<file path="config.mk">
export PLATFORM = sky130hd
export DESIGN_NAME = lin_irq_timeout
export DESIGN_NICKNAME = d
export VERILOG_FILES = /design/src/rtl/lin_irq_pkg.sv /design/src/rtl/dom_timer_if.sv /design/src/rtl/event_flags.sv /design/src/rtl/dominant_timer.sv /design/src/rtl/lin_irq_timeout.sv
export SDC_FILE = /design/constraint.sdc
export NUM_CORES = 1
export LEC_CHECK = 0
export BUFFER_PORTS_ARGS = -buffer_cell sky130_fd_sc_hd__buf_4
export CAP_MARGIN = 20
export CORE_MARGIN = 2
export CORE_UTILIZATION = 55
export DETAILED_ROUTE_END_ITERATION = 8
export PLACE_DENSITY = 0.76
export REMOVE_ABC_BUFFERS = 1
export SLEW_MARGIN = 20
export SYNTH_ARGS = -nofsm -noshare
export SYNTH_HDL_FRONTEND = slang
export SYNTH_SLANG_ARGS = --single-unit
</file>
<file path="constraint.sdc">
create_clock -name pclk -period 3.67 [get_ports pclk]
set_input_delay 0 -clock pclk [delete_from_list [all_inputs] [get_ports pclk]]
set_output_delay 0 -clock pclk [all_outputs]
set_load 0.02 [all_outputs]
</file>
<file path="src/rtl/lin_irq_pkg.sv">
/*
 * Constants for the LIN interrupt-enable and dominant-timeout block:
 * register indices, the address width, field positions and reset values.
 * Assumes an APB slave with 32-bit words, one register per word.
 */
`default_nettype none
package lin_irq_pkg;
	// ==================================================================
	// register indices (byte address is four times the index)
	localparam int IDX_FLAGS = 32'h0000A095;
	localparam int IDX_IEN = 32'h0000A096;
	localparam int IDX_TCON = 32'h0000A0B0;
	localparam int IDX_TX_LO = 32'h0000A0B1;
	localparam int IDX_TX_HI = 32'h0000A0B2;
	localparam int IDX_RX_LO = 32'h0000A0B3;
	localparam int IDX_RX_HI = 32'h0000A0B4;
	localparam int ADDR_W = 18;
	// ==================================================================
	// interrupt-enable register fields
	localparam int IEN_GLOBAL = 7;
	localparam int IEN_BIT_MISMATCH_FLAG = 6;
	localparam int IEN_SYNC_MODE_SELECT = 5;
	localparam int IEN_SYNC_VALID_STATUS = 4;
	localparam int IEN_OPL = 4;
	// ==================================================================
	// timeout configuration fields
	localparam int TCON_RX0 = 7;
	localparam int TCON_EXIT = 6;
	localparam int TCON_RXWK = 5;
	localparam int TCON_TXWK = 4;
	localparam int TCON_RXF = 3;
	localparam int TCON_TXF = 2;
	localparam int TCON_RXDEN = 1;
	localparam int TCON_TXDEN = 0;
	// ==================================================================
	// flag register fields
	localparam int FLG_BIT_MISMATCH_FLAG = 6;
	localparam int FLG_EVT_W = 4;
	// ==================================================================
	// reset values
	localparam logic [7:0] RST_BYTE = 8'h00;
	localparam logic TXD_RECESSIVE = 1'b1;
endpackage
`default_nettype wire

</file>
<file path="src/rtl/dom_timer_if.sv">
/*
 * Carrier between the top module and one dominant-level timer.
 * Assumes the tick is a one-cycle pulse per oscillator period.
 */
`default_nettype none
interface dom_timer_if;
	logic dominant;
	logic tick;
	logic [16:0] limit;
	logic fault;
	modport timer(input dominant, input tick, input limit, output fault);
	modport ctrl(output dominant, output tick, output limit, input fault);
endinterface
`default_nettype wire

</file>
<file path="src/rtl/event_flags.sv">
/*
 * Sticky flags: set by hardware pulses, cleared by a software strobe.
 * Assumes set and clear are synchronous one-cycle strobes on pclk.
 */
`default_nettype none
module event_flags #(
	parameter int W = 4
) (
	// clock and reset
	input wire logic pclk,
	input wire logic presetn,
	// set and clear strobes
	input wire logic [W-1:0] set,
	input wire logic [W-1:0] clr,
	// state
	output logic [W-1:0] flags
);
	typedef struct packed {
		logic [W-1:0] f;
	} flag_state_t;
	flag_state_t state_reg;
	flag_state_t state_next;

	// ==================================================================
	// a set in the clearing cycle wins so no event is lost
	always_comb begin
		state_next = state_reg;
		state_next.f = (state_reg.f & ~clr) | set; // see [RL11] [RL12]
	end

	always_ff @(posedge pclk or negedge presetn) begin
		if (!presetn) begin
			state_reg <= '0;
		end else begin
			state_reg <= state_next;
		end
	end

	assign flags = state_reg.f;

	a_set_wins: assert property (@(posedge pclk) disable iff (!presetn)
		(|set) |=> ((flags & $past(set)) == $past(set))) // see [RL11]
		else $error("set flag not seen");
	a_no_self_clear: assert property (@(posedge pclk) disable iff (!presetn)
		((|flags) && !(|clr)) |=> ((flags & $past(flags)) == $past(flags)))
		else $error("flag cleared without software"); // see [RL12]
endmodule
`default_nettype wire

</file>
<file path="src/rtl/dominant_timer.sv">
/*
 * Counts oscillator ticks while a line is dominant and pulses a fault
 * once the count reaches the programmed limit plus one.
 * Assumes tick is a synchronous one-cycle pulse.
 */
`default_nettype none
module dominant_timer (
	// clock and reset
	input wire logic pclk,
	input wire logic presetn,
	// line and limit
	dom_timer_if.timer t
);
	typedef struct packed {
		logic [17:0] cnt;
		logic fault;
	} dt_state_t;
	dt_state_t state_reg;
	dt_state_t state_next;
	logic [17:0] target;

	// ==================================================================
	// counter saturates after firing, so one fault per dominant stretch
	always_comb begin
		state_next = state_reg;
		state_next.fault = 1'b0;
		target = 18'({1'b0, t.limit}) + 18'h00001; // see [RL14]
		if (!t.dominant) begin
			state_next.cnt = '0; // see [RL16]
		end else if (t.tick && state_reg.cnt < target) begin
			state_next.cnt = state_reg.cnt + 18'h00001;
			state_next.fault = (state_next.cnt == target); // see [RL16]
		end
	end

	always_ff @(posedge pclk or negedge presetn) begin
		if (!presetn) begin
			state_reg <= '0;
		end else begin
			state_reg <= state_next;
		end
	end

	assign t.fault = state_reg.fault;

	a_fault_count: assert property (@(posedge pclk) disable iff (!presetn)
		t.fault |-> (state_reg.cnt == 18'({1'b0, t.limit}) + 18'h00001))
		else $error("fault at wrong count"); // see [RL14]
	a_fault_dominant: assert property (@(posedge pclk) disable iff (!presetn)
		t.fault |-> $past(t.dominant)) // see [RL16]
		else $error("fault without dominant line");
	c_fault_seen: cover property (@(posedge pclk) t.fault);
endmodule
`default_nettype wire

</file>
<file path="src/rtl/lin_irq_timeout.sv">
/*
 * LIN interrupt enables, sync mode, transmit polarity and dominant
 * fault timeouts, reached over APB.
 * Assumes the surrounding controller supplies event strobes and a
 * one-cycle tick per internal oscillator period, all on pclk.
 */
// Operation
// [RL1] global enable gates every LIN interrupt source
// [RL2] enable bit 6 gates the bit-error interrupt
// [RL3] sync mode loads each newly measured baud into the baud register
// [RL4] software sets sync mode whenever either auto-sync update is on
// [RL5] sync-valid status at bit 4 shows success while sync mode set
// [RL6] enable bit 4 written inverts transmit polarity, write only
// [RL7] bits 3..0 enable autosync, break sent, sync received, overflow
// [RL8] rx timeout is config bit 7, low byte 8..1, high byte 16..9
// [RL9] exit-on-fault set leaves break state on rx dominant fault
// [RL10] exit-on-fault clear never leaves break for rx fault
// [RL11] rx fault flag bit 3 set by hardware, cleared by software
// [RL12] tx fault flag bit 2 set by hardware, cleared by software
// [RL13] config bits 4 and 5 raise wake on tx or rx timeout
// [RL14] tx timeout is 16-bit value plus one oscillator periods
// [RL15] bit-error flag set on readback mismatch while enabled
// [RL16] fault after line dominant past timeout; recessive restarts
// [RL17] interrupt while global enable and an enabled flag set
`default_nettype none
module lin_irq_timeout
	import lin_irq_pkg::*;
(
	// clock and reset
	input wire logic pclk,
	input wire logic presetn,
	// apb slave
	input wire logic [17:0] paddr,
	input wire logic psel,
	input wire logic penable,
	input wire logic pwrite,
	input wire logic [31:0] pwdata,
	output logic [31:0] prdata,
	output logic pready,
	output logic pslverr,
	// events from the lin controller
	input wire logic autosync_done,
	input wire logic break_sent,
	input wire logic sync_received,
	input wire logic sync_ok,
	input wire logic [15:0] measured_baud,
	input wire logic counter_overflow,
	input wire logic in_break_state,
	// bit readback
	input wire logic tx_bit,
	input wire logic bit_sample,
	// lines and oscillator tick
	input wire logic tx_data,
	input wire logic rxd,
	input wire logic internal_osc_clock,
	// outputs
	output logic txd_out,
	output logic baud_load,
	output logic [15:0] baud_value,
	output logic break_exit_req,
	output logic wake_req,
	output logic lin_irq
);
	// ==================================================================
	// state
	typedef struct packed {
		logic global_irq_enable;
		logic bit_error_irq_enable;
		logic sync_mode_select;
		logic sync_valid_status;
		logic tx_polarity_invert;
		logic [3:0] event_irq_enable;
		logic rx_to_bit0;
		logic break_exit_on_rx_fault;
		logic rx_timeout_wake_enable;
		logic tx_timeout_wake_enable;
		logic rx_dominant_fault_irq_enable;
		logic tx_dominant_fault_irq_enable;
		logic [7:0] tx_to_low;
		logic [7:0] tx_to_high;
		logic [7:0] rx_timeout_low_byte;
		logic [7:0] rx_timeout_high_byte;
		logic [31:0] rdata;
		logic ready;
		logic slverr;
		logic txd;
		logic load;
		logic [15:0] baud;
		logic brk_exit;
		logic wake;
		logic irq;
	} top_state_t;

	top_state_t state_reg;
	top_state_t state_next;

	logic [4:0] lin_flags;
	logic [4:0] lin_set;
	logic [4:0] lin_clr;
	logic [1:0] fault_flags;
	logic [1:0] fault_set;
	logic [1:0] fault_clr;
	logic [7:0] ien_rd;
	logic [7:0] tcon_rd;
	logic [7:0] flags_rd;
	logic wr_acc;
	logic setup;
	logic [7:0] wbyte;

	dom_timer_if tx_t();
	dom_timer_if rx_t();

	// ==================================================================
	// functions
	function automatic logic hit(input logic [17:0] a, input int idx);
		hit = (a == 18'(idx * 4));
	endfunction

	function automatic logic mapped(input logic [17:0] a);
		mapped = hit(a, IDX_FLAGS) | hit(a, IDX_IEN) | hit(a, IDX_TCON)
			| hit(a, IDX_TX_LO) | hit(a, IDX_TX_HI) | hit(a, IDX_RX_LO)
			| hit(a, IDX_RX_HI);
	endfunction

	// ==================================================================
	// dominant timers
	// tx watches the pin as driven, so polarity inversion is included
	assign tx_t.dominant = ~state_reg.txd; // see [RL16]
	assign tx_t.tick = internal_osc_clock;
	assign tx_t.limit = {1'b0, state_reg.tx_to_high,
		state_reg.tx_to_low}; // see [RL14]
	assign rx_t.dominant = ~rxd; // see [RL16]
	assign rx_t.tick = internal_osc_clock;
	assign rx_t.limit = {state_reg.rx_timeout_high_byte,
		state_reg.rx_timeout_low_byte, state_reg.rx_to_bit0}; // see [RL8]

	dominant_timer tx_timer (
		.pclk(pclk),
		.presetn(presetn),
		.t(tx_t)
	);

	dominant_timer rx_timer (
		.pclk(pclk),
		.presetn(presetn),
		.t(rx_t)
	);

	// ==================================================================
	// sticky flags
	assign wr_acc = psel & penable & state_reg.ready & pwrite;
	assign setup = psel & ~penable;
	assign wbyte = pwdata[7:0];

	// readback mismatch only counts while its interrupt is enabled
	assign lin_set = {
		bit_sample & state_reg.bit_error_irq_enable
			& (rxd != tx_bit), // see [RL15]
		autosync_done,
		break_sent,
		sync_received,
		counter_overflow
	};
	assign lin_clr = (wr_acc && hit(paddr, IDX_FLAGS))
		? {wbyte[FLG_BIT_MISMATCH_FLAG], wbyte[FLG_EVT_W-1:0]} : 5'h00;

	event_flags #(
		.W(5)
	) lin_flag_bits (
		.pclk(pclk),
		.presetn(presetn),
		.set(lin_set),
		.clr(lin_clr),
		.flags(lin_flags)
	);

	assign fault_set = {rx_t.fault, tx_t.fault}; // see [RL11] [RL12]
	assign fault_clr = (wr_acc && hit(paddr, IDX_TCON))
		? {wbyte[TCON_RXF], wbyte[TCON_TXF]} : 2'h0;

	event_flags #(
		.W(2)
	) fault_flag_bits (
		.pclk(pclk),
		.presetn(presetn),
		.set(fault_set),
		.clr(fault_clr),
		.flags(fault_flags)
	);

	// ==================================================================
	// read views
	// bit 4 reads the sync status; the polarity bit behind it is hidden
	assign ien_rd = {
		state_reg.global_irq_enable,
		state_reg.bit_error_irq_enable,
		state_reg.sync_mode_select,
		state_reg.sync_valid_status, // see [RL5] [RL6]
		state_reg.event_irq_enable
	};
	assign tcon_rd = {
		state_reg.rx_to_bit0,
		state_reg.break_exit_on_rx_fault,
		state_reg.rx_timeout_wake_enable,
		state_reg.tx_timeout_wake_enable,
		fault_flags,
		state_reg.rx_dominant_fault_irq_enable,
		state_reg.tx_dominant_fault_irq_enable
	};
	assign flags_rd = {1'b0, lin_flags[4], 2'b00, lin_flags[3:0]};

	// ==================================================================
	// next state
	always_comb begin
		state_next = state_reg;
		// apb: answer is prepared in setup, shown in the access cycle
		state_next.ready = setup;
		state_next.slverr = setup & ~mapped(paddr);
		state_next.rdata = 32'h00000000;
		if (setup && !pwrite) begin
			if (hit(paddr, IDX_FLAGS))
				state_next.rdata = {24'h000000, flags_rd};
			else if (hit(paddr, IDX_IEN))
				state_next.rdata = {24'h000000, ien_rd};
			else if (hit(paddr, IDX_TCON))
				state_next.rdata = {24'h000000, tcon_rd};
			else if (hit(paddr, IDX_TX_LO))
				state_next.rdata = {24'h000000, state_reg.tx_to_low};
			else if (hit(paddr, IDX_TX_HI))
				state_next.rdata = {24'h000000, state_reg.tx_to_high};
			else if (hit(paddr, IDX_RX_LO))
				state_next.rdata = {24'h000000,
					state_reg.rx_timeout_low_byte};
			else if (hit(paddr, IDX_RX_HI))
				state_next.rdata = {24'h000000,
					state_reg.rx_timeout_high_byte};
		end
		if (wr_acc && hit(paddr, IDX_IEN)) begin
			state_next.global_irq_enable = wbyte[IEN_GLOBAL];
			state_next.bit_error_irq_enable = wbyte[IEN_BIT_MISMATCH_FLAG];
			state_next.sync_mode_select = wbyte[IEN_SYNC_MODE_SELECT];
			state_next.tx_polarity_invert = wbyte[IEN_OPL]; // see [RL6]
			state_next.event_irq_enable = wbyte[3:0]; // see [RL7]
		end
		if (wr_acc && hit(paddr, IDX_TCON)) begin
			state_next.rx_to_bit0 = wbyte[TCON_RX0];
			state_next.break_exit_on_rx_fault = wbyte[TCON_EXIT];
			state_next.rx_timeout_wake_enable = wbyte[TCON_RXWK];
			state_next.tx_timeout_wake_enable = wbyte[TCON_TXWK];
			state_next.rx_dominant_fault_irq_enable = wbyte[TCON_RXDEN];
			state_next.tx_dominant_fault_irq_enable = wbyte[TCON_TXDEN];
		end
		if (wr_acc && hit(paddr, IDX_TX_LO))
			state_next.tx_to_low = wbyte;
		if (wr_acc && hit(paddr, IDX_TX_HI))
			state_next.tx_to_high = wbyte;
		if (wr_acc && hit(paddr, IDX_RX_LO))
			state_next.rx_timeout_low_byte = wbyte;
		if (wr_acc && hit(paddr, IDX_RX_HI))
			state_next.rx_timeout_high_byte = wbyte;

		// sync mode: each frame's measured baud is loaded on success;
		// setting the mode when auto-sync is wanted is software's job
		state_next.load = 1'b0;
		if (state_reg.sync_mode_select && sync_received) begin
			state_next.sync_valid_status = sync_ok; // see [RL5]
			if (sync_ok) begin
				state_next.load = 1'b1; // see [RL3]
				state_next.baud = measured_baud; // see [RL3]
			end
		end

		state_next.txd = tx_data ^ state_reg.tx_polarity_invert; // see [RL6]

		// without exit-on-fault the break state is left to software
		state_next.brk_exit = rx_t.fault & in_break_state
			& state_reg.break_exit_on_rx_fault; // see [RL9] [RL10]
		state_next.wake = (tx_t.fault & state_reg.tx_timeout_wake_enable)
			| (rx_t.fault & state_reg.rx_timeout_wake_enable); // see [RL13]

		state_next.irq = state_reg.global_irq_enable & ( // see [RL1] [RL17]
			(|(lin_flags[3:0] & state_reg.event_irq_enable)) // see [RL7]
			| (lin_flags[4] & state_reg.bit_error_irq_enable) // see [RL2]
			| (fault_flags[1] & state_reg.rx_dominant_fault_irq_enable)
			| (fault_flags[0] & state_reg.tx_dominant_fault_irq_enable));
	end

	always_ff @(posedge pclk or negedge presetn) begin
		if (!presetn) begin
			state_reg <= '0;
			state_reg.txd <= TXD_RECESSIVE;
		end else begin
			state_reg <= state_next;
		end
	end

	// ==================================================================
	// outputs
	assign prdata = state_reg.rdata;
	assign pready = state_reg.ready;
	assign pslverr = state_reg.slverr;
	assign txd_out = state_reg.txd;
	assign baud_load = state_reg.load;
	assign baud_value = state_reg.baud;
	assign break_exit_req = state_reg.brk_exit;
	assign wake_req = state_reg.wake;
	assign lin_irq = state_reg.irq;

	// ==================================================================
	// checks
	a_irq_global_gate: assert property (@(posedge pclk) disable iff (!presetn)
		!$past(state_reg.global_irq_enable) |-> !lin_irq) // see [RL1]
		else $error("interrupt without global enable");
	a_irq_from_flag: assert property (@(posedge pclk) disable iff (!presetn)
		($past(state_reg.global_irq_enable) && $past(fault_flags[1])
		&& $past(state_reg.rx_dominant_fault_irq_enable)) |-> lin_irq)
		else $error("enabled fault gave no interrupt"); // see [RL17]
	a_baud_load: assert property (@(posedge pclk) disable iff (!presetn)
		(state_reg.sync_mode_select && sync_received && sync_ok)
		|=> (baud_load && baud_value == $past(measured_baud))) // see [RL3]
		else $error("measured baud not loaded");
	a_no_load_off: assert property (@(posedge pclk) disable iff (!presetn)
		!state_reg.sync_mode_select |=> !baud_load) // see [RL3]
		else $error("baud loaded outside sync mode");
	a_polarity: assert property (@(posedge pclk) disable iff (!presetn)
		txd_out == ($past(tx_data) ^ $past(state_reg.tx_polarity_invert)))
		else $error("transmit polarity wrong"); // see [RL6]
	a_break_exit: assert property (@(posedge pclk) disable iff (!presetn)
		break_exit_req |-> $past(state_reg.break_exit_on_rx_fault)
		&& $past(rx_t.fault)) // see [RL10]
		else $error("break exit without enable");
	a_wake_tx: assert property (@(posedge pclk) disable iff (!presetn)
		(tx_t.fault && state_reg.tx_timeout_wake_enable) |=> wake_req)
		else $error("tx timeout gave no wake"); // see [RL13]
	a_bit_error: assert property (@(posedge pclk) disable iff (!presetn)
		(bit_sample && state_reg.bit_error_irq_enable && rxd != tx_bit)
		|=> lin_flags[4]) // see [RL15]
		else $error("mismatch not flagged");
	a_apb_answer: assert property (@(posedge pclk) disable iff (!presetn)
		(psel && !penable) |=> pready)
		else $error("apb access not answered");
	c_irq_raised: cover property (@(posedge pclk) disable iff (!presetn)
		$rose(lin_irq));
	c_baud_loaded: cover property (@(posedge pclk) disable iff (!presetn)
		baud_load);
	c_break_exit: cover property (@(posedge pclk) disable iff (!presetn)
		break_exit_req);
	c_wake: cover property (@(posedge pclk) disable iff (!presetn)
		wake_req);
endmodule
`default_nettype wire

</file>
# Word-level counts from Yosys, hierarchy flattened
# Cells that the tools add are included.
# op_classes
n_addsub	4
n_eq_ne	10
magnitude_cmp	2
n_reduce_logical	16
mux	18
n_bitwise	35
# op_table
op	n
$eq A18 B18 Y1 const B	7
$mux W8	7
$mux W19	2
$add A18 B1 Y18 const B	2
$eq A18 B18 Y1	2
$lt A18 B18 Y1	2
$mux W18	2
$mux W17	2
$mux W32	1
$add A17 B1 Y18 const B	1
$add A16 B1 Y17 const B	1
$and A1 B1 Y1	15
$logic_and A1 B1 Y1	11
$or A1 B1 Y1	10
$and A5 B5 Y5	1
$mux W5	1
$not A5 Y5	1
$or A5 B5 Y5	1
$and A4 B4 Y4	1
$reduce_bool A2 Y1	2
$reduce_or A4 Y1	1
$and A2 B2 Y2	1
$mux W1	2
$mux W2	1
other kinds (7)	8
# word_totals
ff_bits	147
wordCells	116
input_bits	82

# Logic depth before layout (Yosys ltp)
# depth
word_depth	9
depth_mapped	16
depth_no_buf	13

# Modules after synthesis
# A second synthesis with hierarchy kept.
# hier_totals
cells_unflattened	884
area_unflattened_um2	8700.8
# modules_own_cells
mod	cells_per_inst	instances	seq_area_each_um2	area_each_um2
lin_irq_timeout	367	1	1953.1	4111.4
dominant_timer (rx_timer)	243	1	475.5	2182.1
dominant_timer (tx_timer)	253	1	475.5	2153.3
event_flags (lin_flag_bits)	15	1	125.1	181.4
event_flags (fault_flag_bits)	6	1	50.0	72.6

# Worst setup path after synthesis
# OpenSTA, ideal clock, no wires.
# synth_timing
kind	flip-flop to flip-flop
startpoint	register state_reg, in the netlist rx_t.limit[2]
endpoint	register rx_timer.state_reg[2] (netlist name)
required_ps	3592
path_slack_ps	514
arrival_ps	3077
path_stages_with_launch	13
setup_ps	78
path_cell_list	dfrtp_1 clkbuf_2 nand4_4 or4_1 and2_1 ha_1 and4_1 o21ai_0 a211oi_1 clkbuf_1 buf_2 o21ai_0 a21oi_1
# synth_between
elab_chain_cells	4
# synth_rtl
element	line_no	rtl
from (decl)	lin_irq_timeout.sv:94	top_state_t state_reg;
from (signal assigned)	lin_irq_timeout.sv:293	state_reg <= state_next;
$add A17 B1 Y18	dominant_timer.sv:27	target = 18'({1'b0, t.limit}) + 18'h00001;
$lt A18 B18 Y1	dominant_timer.sv:30	end else if (t.tick && state_reg.cnt < target) begin
$logic_and A1 B1 Y1	dominant_timer.sv:30	
$reduce_bool A2 Y1 (no source line)	-	
to (signal assigned)	dominant_timer.sv:40	state_reg <= state_next;
to (decl)	dominant_timer.sv:18	dt_state_t state_reg;
# Every way passes these cells.
# A chain may end at the register's enable or synchronous reset.

# Worst setup path in the final report
# layout_timing
startpoint	register state_reg, in the netlist rx_t.limit[3]
endpoint	register rx_timer.state_reg[5] (netlist name)
# Same word-level chain as after synthesis.

==> impl_metrics.sql <==
INSERT INTO impl_metrics (metric_group, metric, value, unit) VALUES
('final_layout', 'regArea', '0.00308', 'mm2'),
('clock_network', 'clk_transition_reported_paths', '0.06', 'ns'),
('final_layout', 'final_core_util', '68.8', '%'),
('run_status', 'outcome', 'finished clean', ''),
('sta', 'worst_clock_skew', '0.00917', 'ns'),
('floorplanning', 'floorplan.die.width', '127', 'um'),
('detailed_routing', 'wl', '21100', 'um'),
('sta', 'hold_viol', '0', ''),
('floorplanning', 'starting_density_of_the_core', '56.6', '%'),
('sta', 'layout_min_cycle_time', '3.42', 'ns'),
('sta', 'finalWorstSetupSlack', '0.253', 'ns'),
('global_routing', 'largest_net_degree_at_the_start_of_global_routing', '71', ''),
('global_routing', 'grt_antenna_before_repair', '0', ''),
('clock_network', 'clock_sinks', '123', ''),
('detailed_routing', 'routed_via_density', '5.99', ''),
('critical_path', 'worst-path-max-fanout', '27', ''),
('power', 'max-vdd-ir-drop', '488', 'uV'),
('critical_path', 'path_class', 'flip-flop to flip-flop', ''),
('sta', 'max_slew_margin', '40.4', '%'),
('logic_synthesis', 'synthesis.instances', '851', ''),
('logic_synthesis', 'dominantRegCellSynth', 'sky130_fd_sc_hd__dfrtp_1', ''),
('logic_synthesis', 'yosys_warnings', '0', ''),
('critical_path', 'worstSetupStartpoint', 'rx_t.limit[3]', ''),
('power', 'power_leakage', '4.43', 'nW'),
('final_layout', 'area_growth_syn_to_layout', '21.4', '%'),
('global_routing', 'grt.overflow.total', '0', ''),
('critical_path', 'required', '4.01', 'ns'),
('clock_network', 'clk-insertion-delay-late', '0.43', 'ns'),
('detailed_routing', 'routedWlPerCell', '18.0', 'um'),
('sta', 'worstMarginPinSlew', '0.894', 'ns'),
('floorplanning', 'core.rowCount', '44', ''),
('critical_path', 'rr_endpoint', 'rx_timer.state_reg[5]', ''),
('logic_synthesis', 'postSynth.asyncResetShare', '100', '%'),
('floorplanning', 'fp.dieH', '127', 'um'),
('floorplanning', 'die_area', '0.0161', 'mm2'),
('detailed_routing', 'detail_route.iter0.violations', '614', ''),
('detailed_routing', 'via_count', '7003', ''),
('power', 'total_power_after_layout', '3.29', 'mW'),
('final_layout', 'area_occupied_by_multi_input_gates', '0.00480', 'mm2'),
('floorplanning', 'io-pin-count', '137', ''),
('critical_path', 'cp-endpoint', 'rx_timer.state_reg[5]', ''),
('critical_path', 'ff2ff_setup_slack', '0.25', 'ns'),
('clock_network', 'cts-buffers-inserted', '17', ''),
('detailed_routing', 'detail_route.drc_violations', '0', ''),
('final_layout', 'nets', '1094', ''),
('logic_synthesis', 'synth_sequential_area_ratio', '37.1', '%'),
('critical_path', 'arrival', '3.76', 'ns'),
('critical_path', 'reg2reg_start', 'rx_t.limit[3]', ''),
('logic_synthesis', 'syn_area', '0.00829', 'mm2'),
('final_layout', 'num-fill-cells', '1060', ''),
('global_routing', 'gr-usage-all-layers', '26.4', '%'),
('flow_run', 'max_cap_viol_count', '0', ''),
('sta', 'max_freq', '293', 'MHz'),
('final_layout', 'largest_register_ffs', '22', ''),
('power', 'power_per_cell_area', '326', 'mW/mm2'),
('final_layout', 'layout-drive-gt1-share', '24.0', '%'),
('detailed_routing', 'ant_nets', '0', ''),
('critical_path', 'cp-start-kind', 'flip-flop', ''),
('placement', 'gp_congestion', '0.910', ''),
('logic_synthesis', 'yosysUniqueCellTypes', '76', ''),
('sta', 'layout_worst_path_cycle_share', '93.1', '%'),
('sta', 'drv_slew', '0', ''),
('logic_synthesis', 'yosys_register_bits', '123', ''),
('critical_path', 'endpoint_kind', 'flip-flop', ''),
('global_routing', 'grt_first_pass_wirelength', '34000', 'um'),
('detailed_routing', 'drtPass1Iterations', '6', ''),
('critical_path', 'reg2reg_depth', '14', ''),
('clock_network', 'max-clock-path-buffers', '2', ''),
('placement', 'dp_slack', '0.00492', 'ns'),
('logic_synthesis', 'synth_enable_flop_cells', '0', ''),
('global_routing', 'vias_in_the_first_global_route', '6884', ''),
('clock_network', 'clock_tree_from_tritoncts', 'built', ''),
('clock_network', 'cts-root-buf', 'sky130_fd_sc_hd__clkbuf_16', ''),
('sta', 'final-setup-viol-count', '0', ''),
('placement', 'dp_hpwl', '14300', 'um'),
('placement', 'place.port_buffers', '88', ''),
('final_layout', 'finish.cell_count_without_fillers', '1170', ''),
('placement', 'instance_count_after_placement_with_tap_cells_included', '1092', ''),
('clock_network', 'max_h_tree_level', '4', ''),
('hold_path', 'holdCritPathClass', 'primary input to flip-flop', ''),
('logic_synthesis', 'syn-mean-instance-area', '9.74', 'um2'),
('final_layout', 'diodes', '0', ''),
('floorplanning', 'core_region_area', '0.0146', 'mm2');
## power by group
group	switching (mW)	total [mW]	internal (mW)
Clock	0.719	1.69	0.972
Combinational	0.124	0.221	0.0968
Sequential	0.0116	1.37	1.36
Total	0.855	3.29	2.43
## cells in the mapped netlist (12+ instances only)
| cell | n | area share [%] |
|---|---|---|
| sky130_fd_sc_hd__nand4_1 | 19 | 1.4 |
| sky130_fd_sc_hd__xnor2_1 | 57 | 6.0 |
| sky130_fd_sc_hd__o21ai_0 | 29 | 1.8 |
| sky130_fd_sc_hd__nor3_1 | 22 | 1.3 |
| sky130_fd_sc_hd__inv_1 | 24 | 1.1 |
| sky130_fd_sc_hd__nor4_1 | 13 | 0.98 |
| sky130_fd_sc_hd__xor2_1 | 20 | 2.1 |
| sky130_fd_sc_hd__buf_4 | 49 | 4.4 |
| sky130_fd_sc_hd__nand3_1 | 33 | 2.0 |
| sky130_fd_sc_hd__a21o_1 | 12 | 1.1 |
| sky130_fd_sc_hd__nand2_1 | 50 | 2.3 |
| sky130_fd_sc_hd__or3_1 | 14 | 1.1 |
| sky130_fd_sc_hd__nor2_1 | 51 | 2.3 |
| sky130_fd_sc_hd__mux2_2 | 58 | 7.9 |
| sky130_fd_sc_hd__dfrtp_1 | 122 | 37 |
| sky130_fd_sc_hd__a21oi_1 | 39 | 2.4 |
| sky130_fd_sc_hd__o31ai_1 | 15 | 1.4 |
| sky130_fd_sc_hd__or4_1 | 16 | 1.4 |
| sky130_fd_sc_hd__ha_1 | 39 | 5.9 |
| sky130_fd_sc_hd__clkbuf_1 | 17 | 0.77 |
## stage by stage
| step | cell area (um2) | hold WS, ns | setup TNS, ns |
|---|---|---|---|
| finish | 10100 | 0.0355 | 0 |
| global route | 10100 | 0.0305 | -0.0180 |
| CTS | 10000 | 0.0126 | 0 |
| detailed placement | 8950 | 0.148 | 0 |
| global placement | 8950 | 0.143 | 0 |
| floorplan | 7890 | -0.296 | -0.0613 |
## worst max-delay path, stage by stage, from the launching register on
cell                      delay [ns]
sky130_fd_sc_hd__dfrtp_1        0.47
sky130_fd_sc_hd__nand4_4        0.18
sky130_fd_sc_hd__nor3_1         0.26
sky130_fd_sc_hd__nand3_1        0.20
sky130_fd_sc_hd__xnor2_1        0.30
sky130_fd_sc_hd__inv_1          0.08
sky130_fd_sc_hd__ha_1           0.29
sky130_fd_sc_hd__a21oi_1        0.14
sky130_fd_sc_hd__nor2b_1        0.05
sky130_fd_sc_hd__o21ai_0        0.15
sky130_fd_sc_hd__and3b_1        0.22
sky130_fd_sc_hd__o21ai_1        0.07
sky130_fd_sc_hd__buf_4          0.22
sky130_fd_sc_hd__or4_1          0.49
sky130_fd_sc_hd__a21oi_1        0.18
## worst min-delay path by stage
| stage | startpoint | end | cells after the start |
|---|---|---|---|
| after detailed placement | tx_data | txd_out | 2 |
| after CTS | paddr[3] | rx_t.limit[0] | 3 |
| after floorplan | presetn | baud_load | 0 |
| final | paddr[3] | rx_t.limit[0] | 3 |
| after global placement | tx_data | txd_out | 2 |
| after global routing | paddr[3] | rx_t.limit[0] | 3 |
## layer usage
metal  wire (um)  vias to the layer above  track usage (%)
met5           0                        -                0
met1        8950                     3384             34.0
li1            -                     3304                -
met4         518                        0             9.11
met3        1180                       53             5.82
met2       10400                      262             44.3
## cell families after synthesis
group                    share of synthesized area [%]
AO/OA/AOI/OAI                                     12.8
XOR/XNOR                                          9.43
adder cells (fa/ha/maj)                           5.89
buffers and inverters                             6.94
flip-flops                                        37.1
multiplexers                                      8.36
other                                           0.0452
AND/OR/NAND/NOR                                   19.4
## cell usage in the layout, fill, tap and decap left out, types with 33 or more instances in the layout
cell type,synthesis,routed
sky130_fd_sc_hd__nor2_1,51,50
sky130_fd_sc_hd__buf_4,49,111
sky130_fd_sc_hd__dlygate4sd3_1,0,44
sky130_fd_sc_hd__mux2_2,58,58
sky130_fd_sc_hd__nand3_1,33,33
sky130_fd_sc_hd__xnor2_1,57,55
sky130_fd_sc_hd__dfrtp_1,122,120
sky130_fd_sc_hd__nand2_1,50,50
sky130_fd_sc_hd__a21oi_1,39,38
sky130_fd_sc_hd__ha_1,39,39
## area by class of cell
class,instances,area share (%)
Multi-Input combinational cell,652,47.6
Sequential cell,123,30.6
Timing Repair Buffer,155,12.6
Clock buffer,17,4.22
Tap cell,184,2.29
Clock inverter,15,1.70
Inverter,24,0.895
## repair_timing
action | CTS | global route
hold buffers | 44 | 0
cloned | 0 | 1
pin swaps | 0 | 1
resized for setup | 1 | 13
endpoints found under the setup margin | 6 | 24
setup buffers | 0 | 1
hold endpoints to repair | 163 | 0
Power figures use the tool's default switching activity.
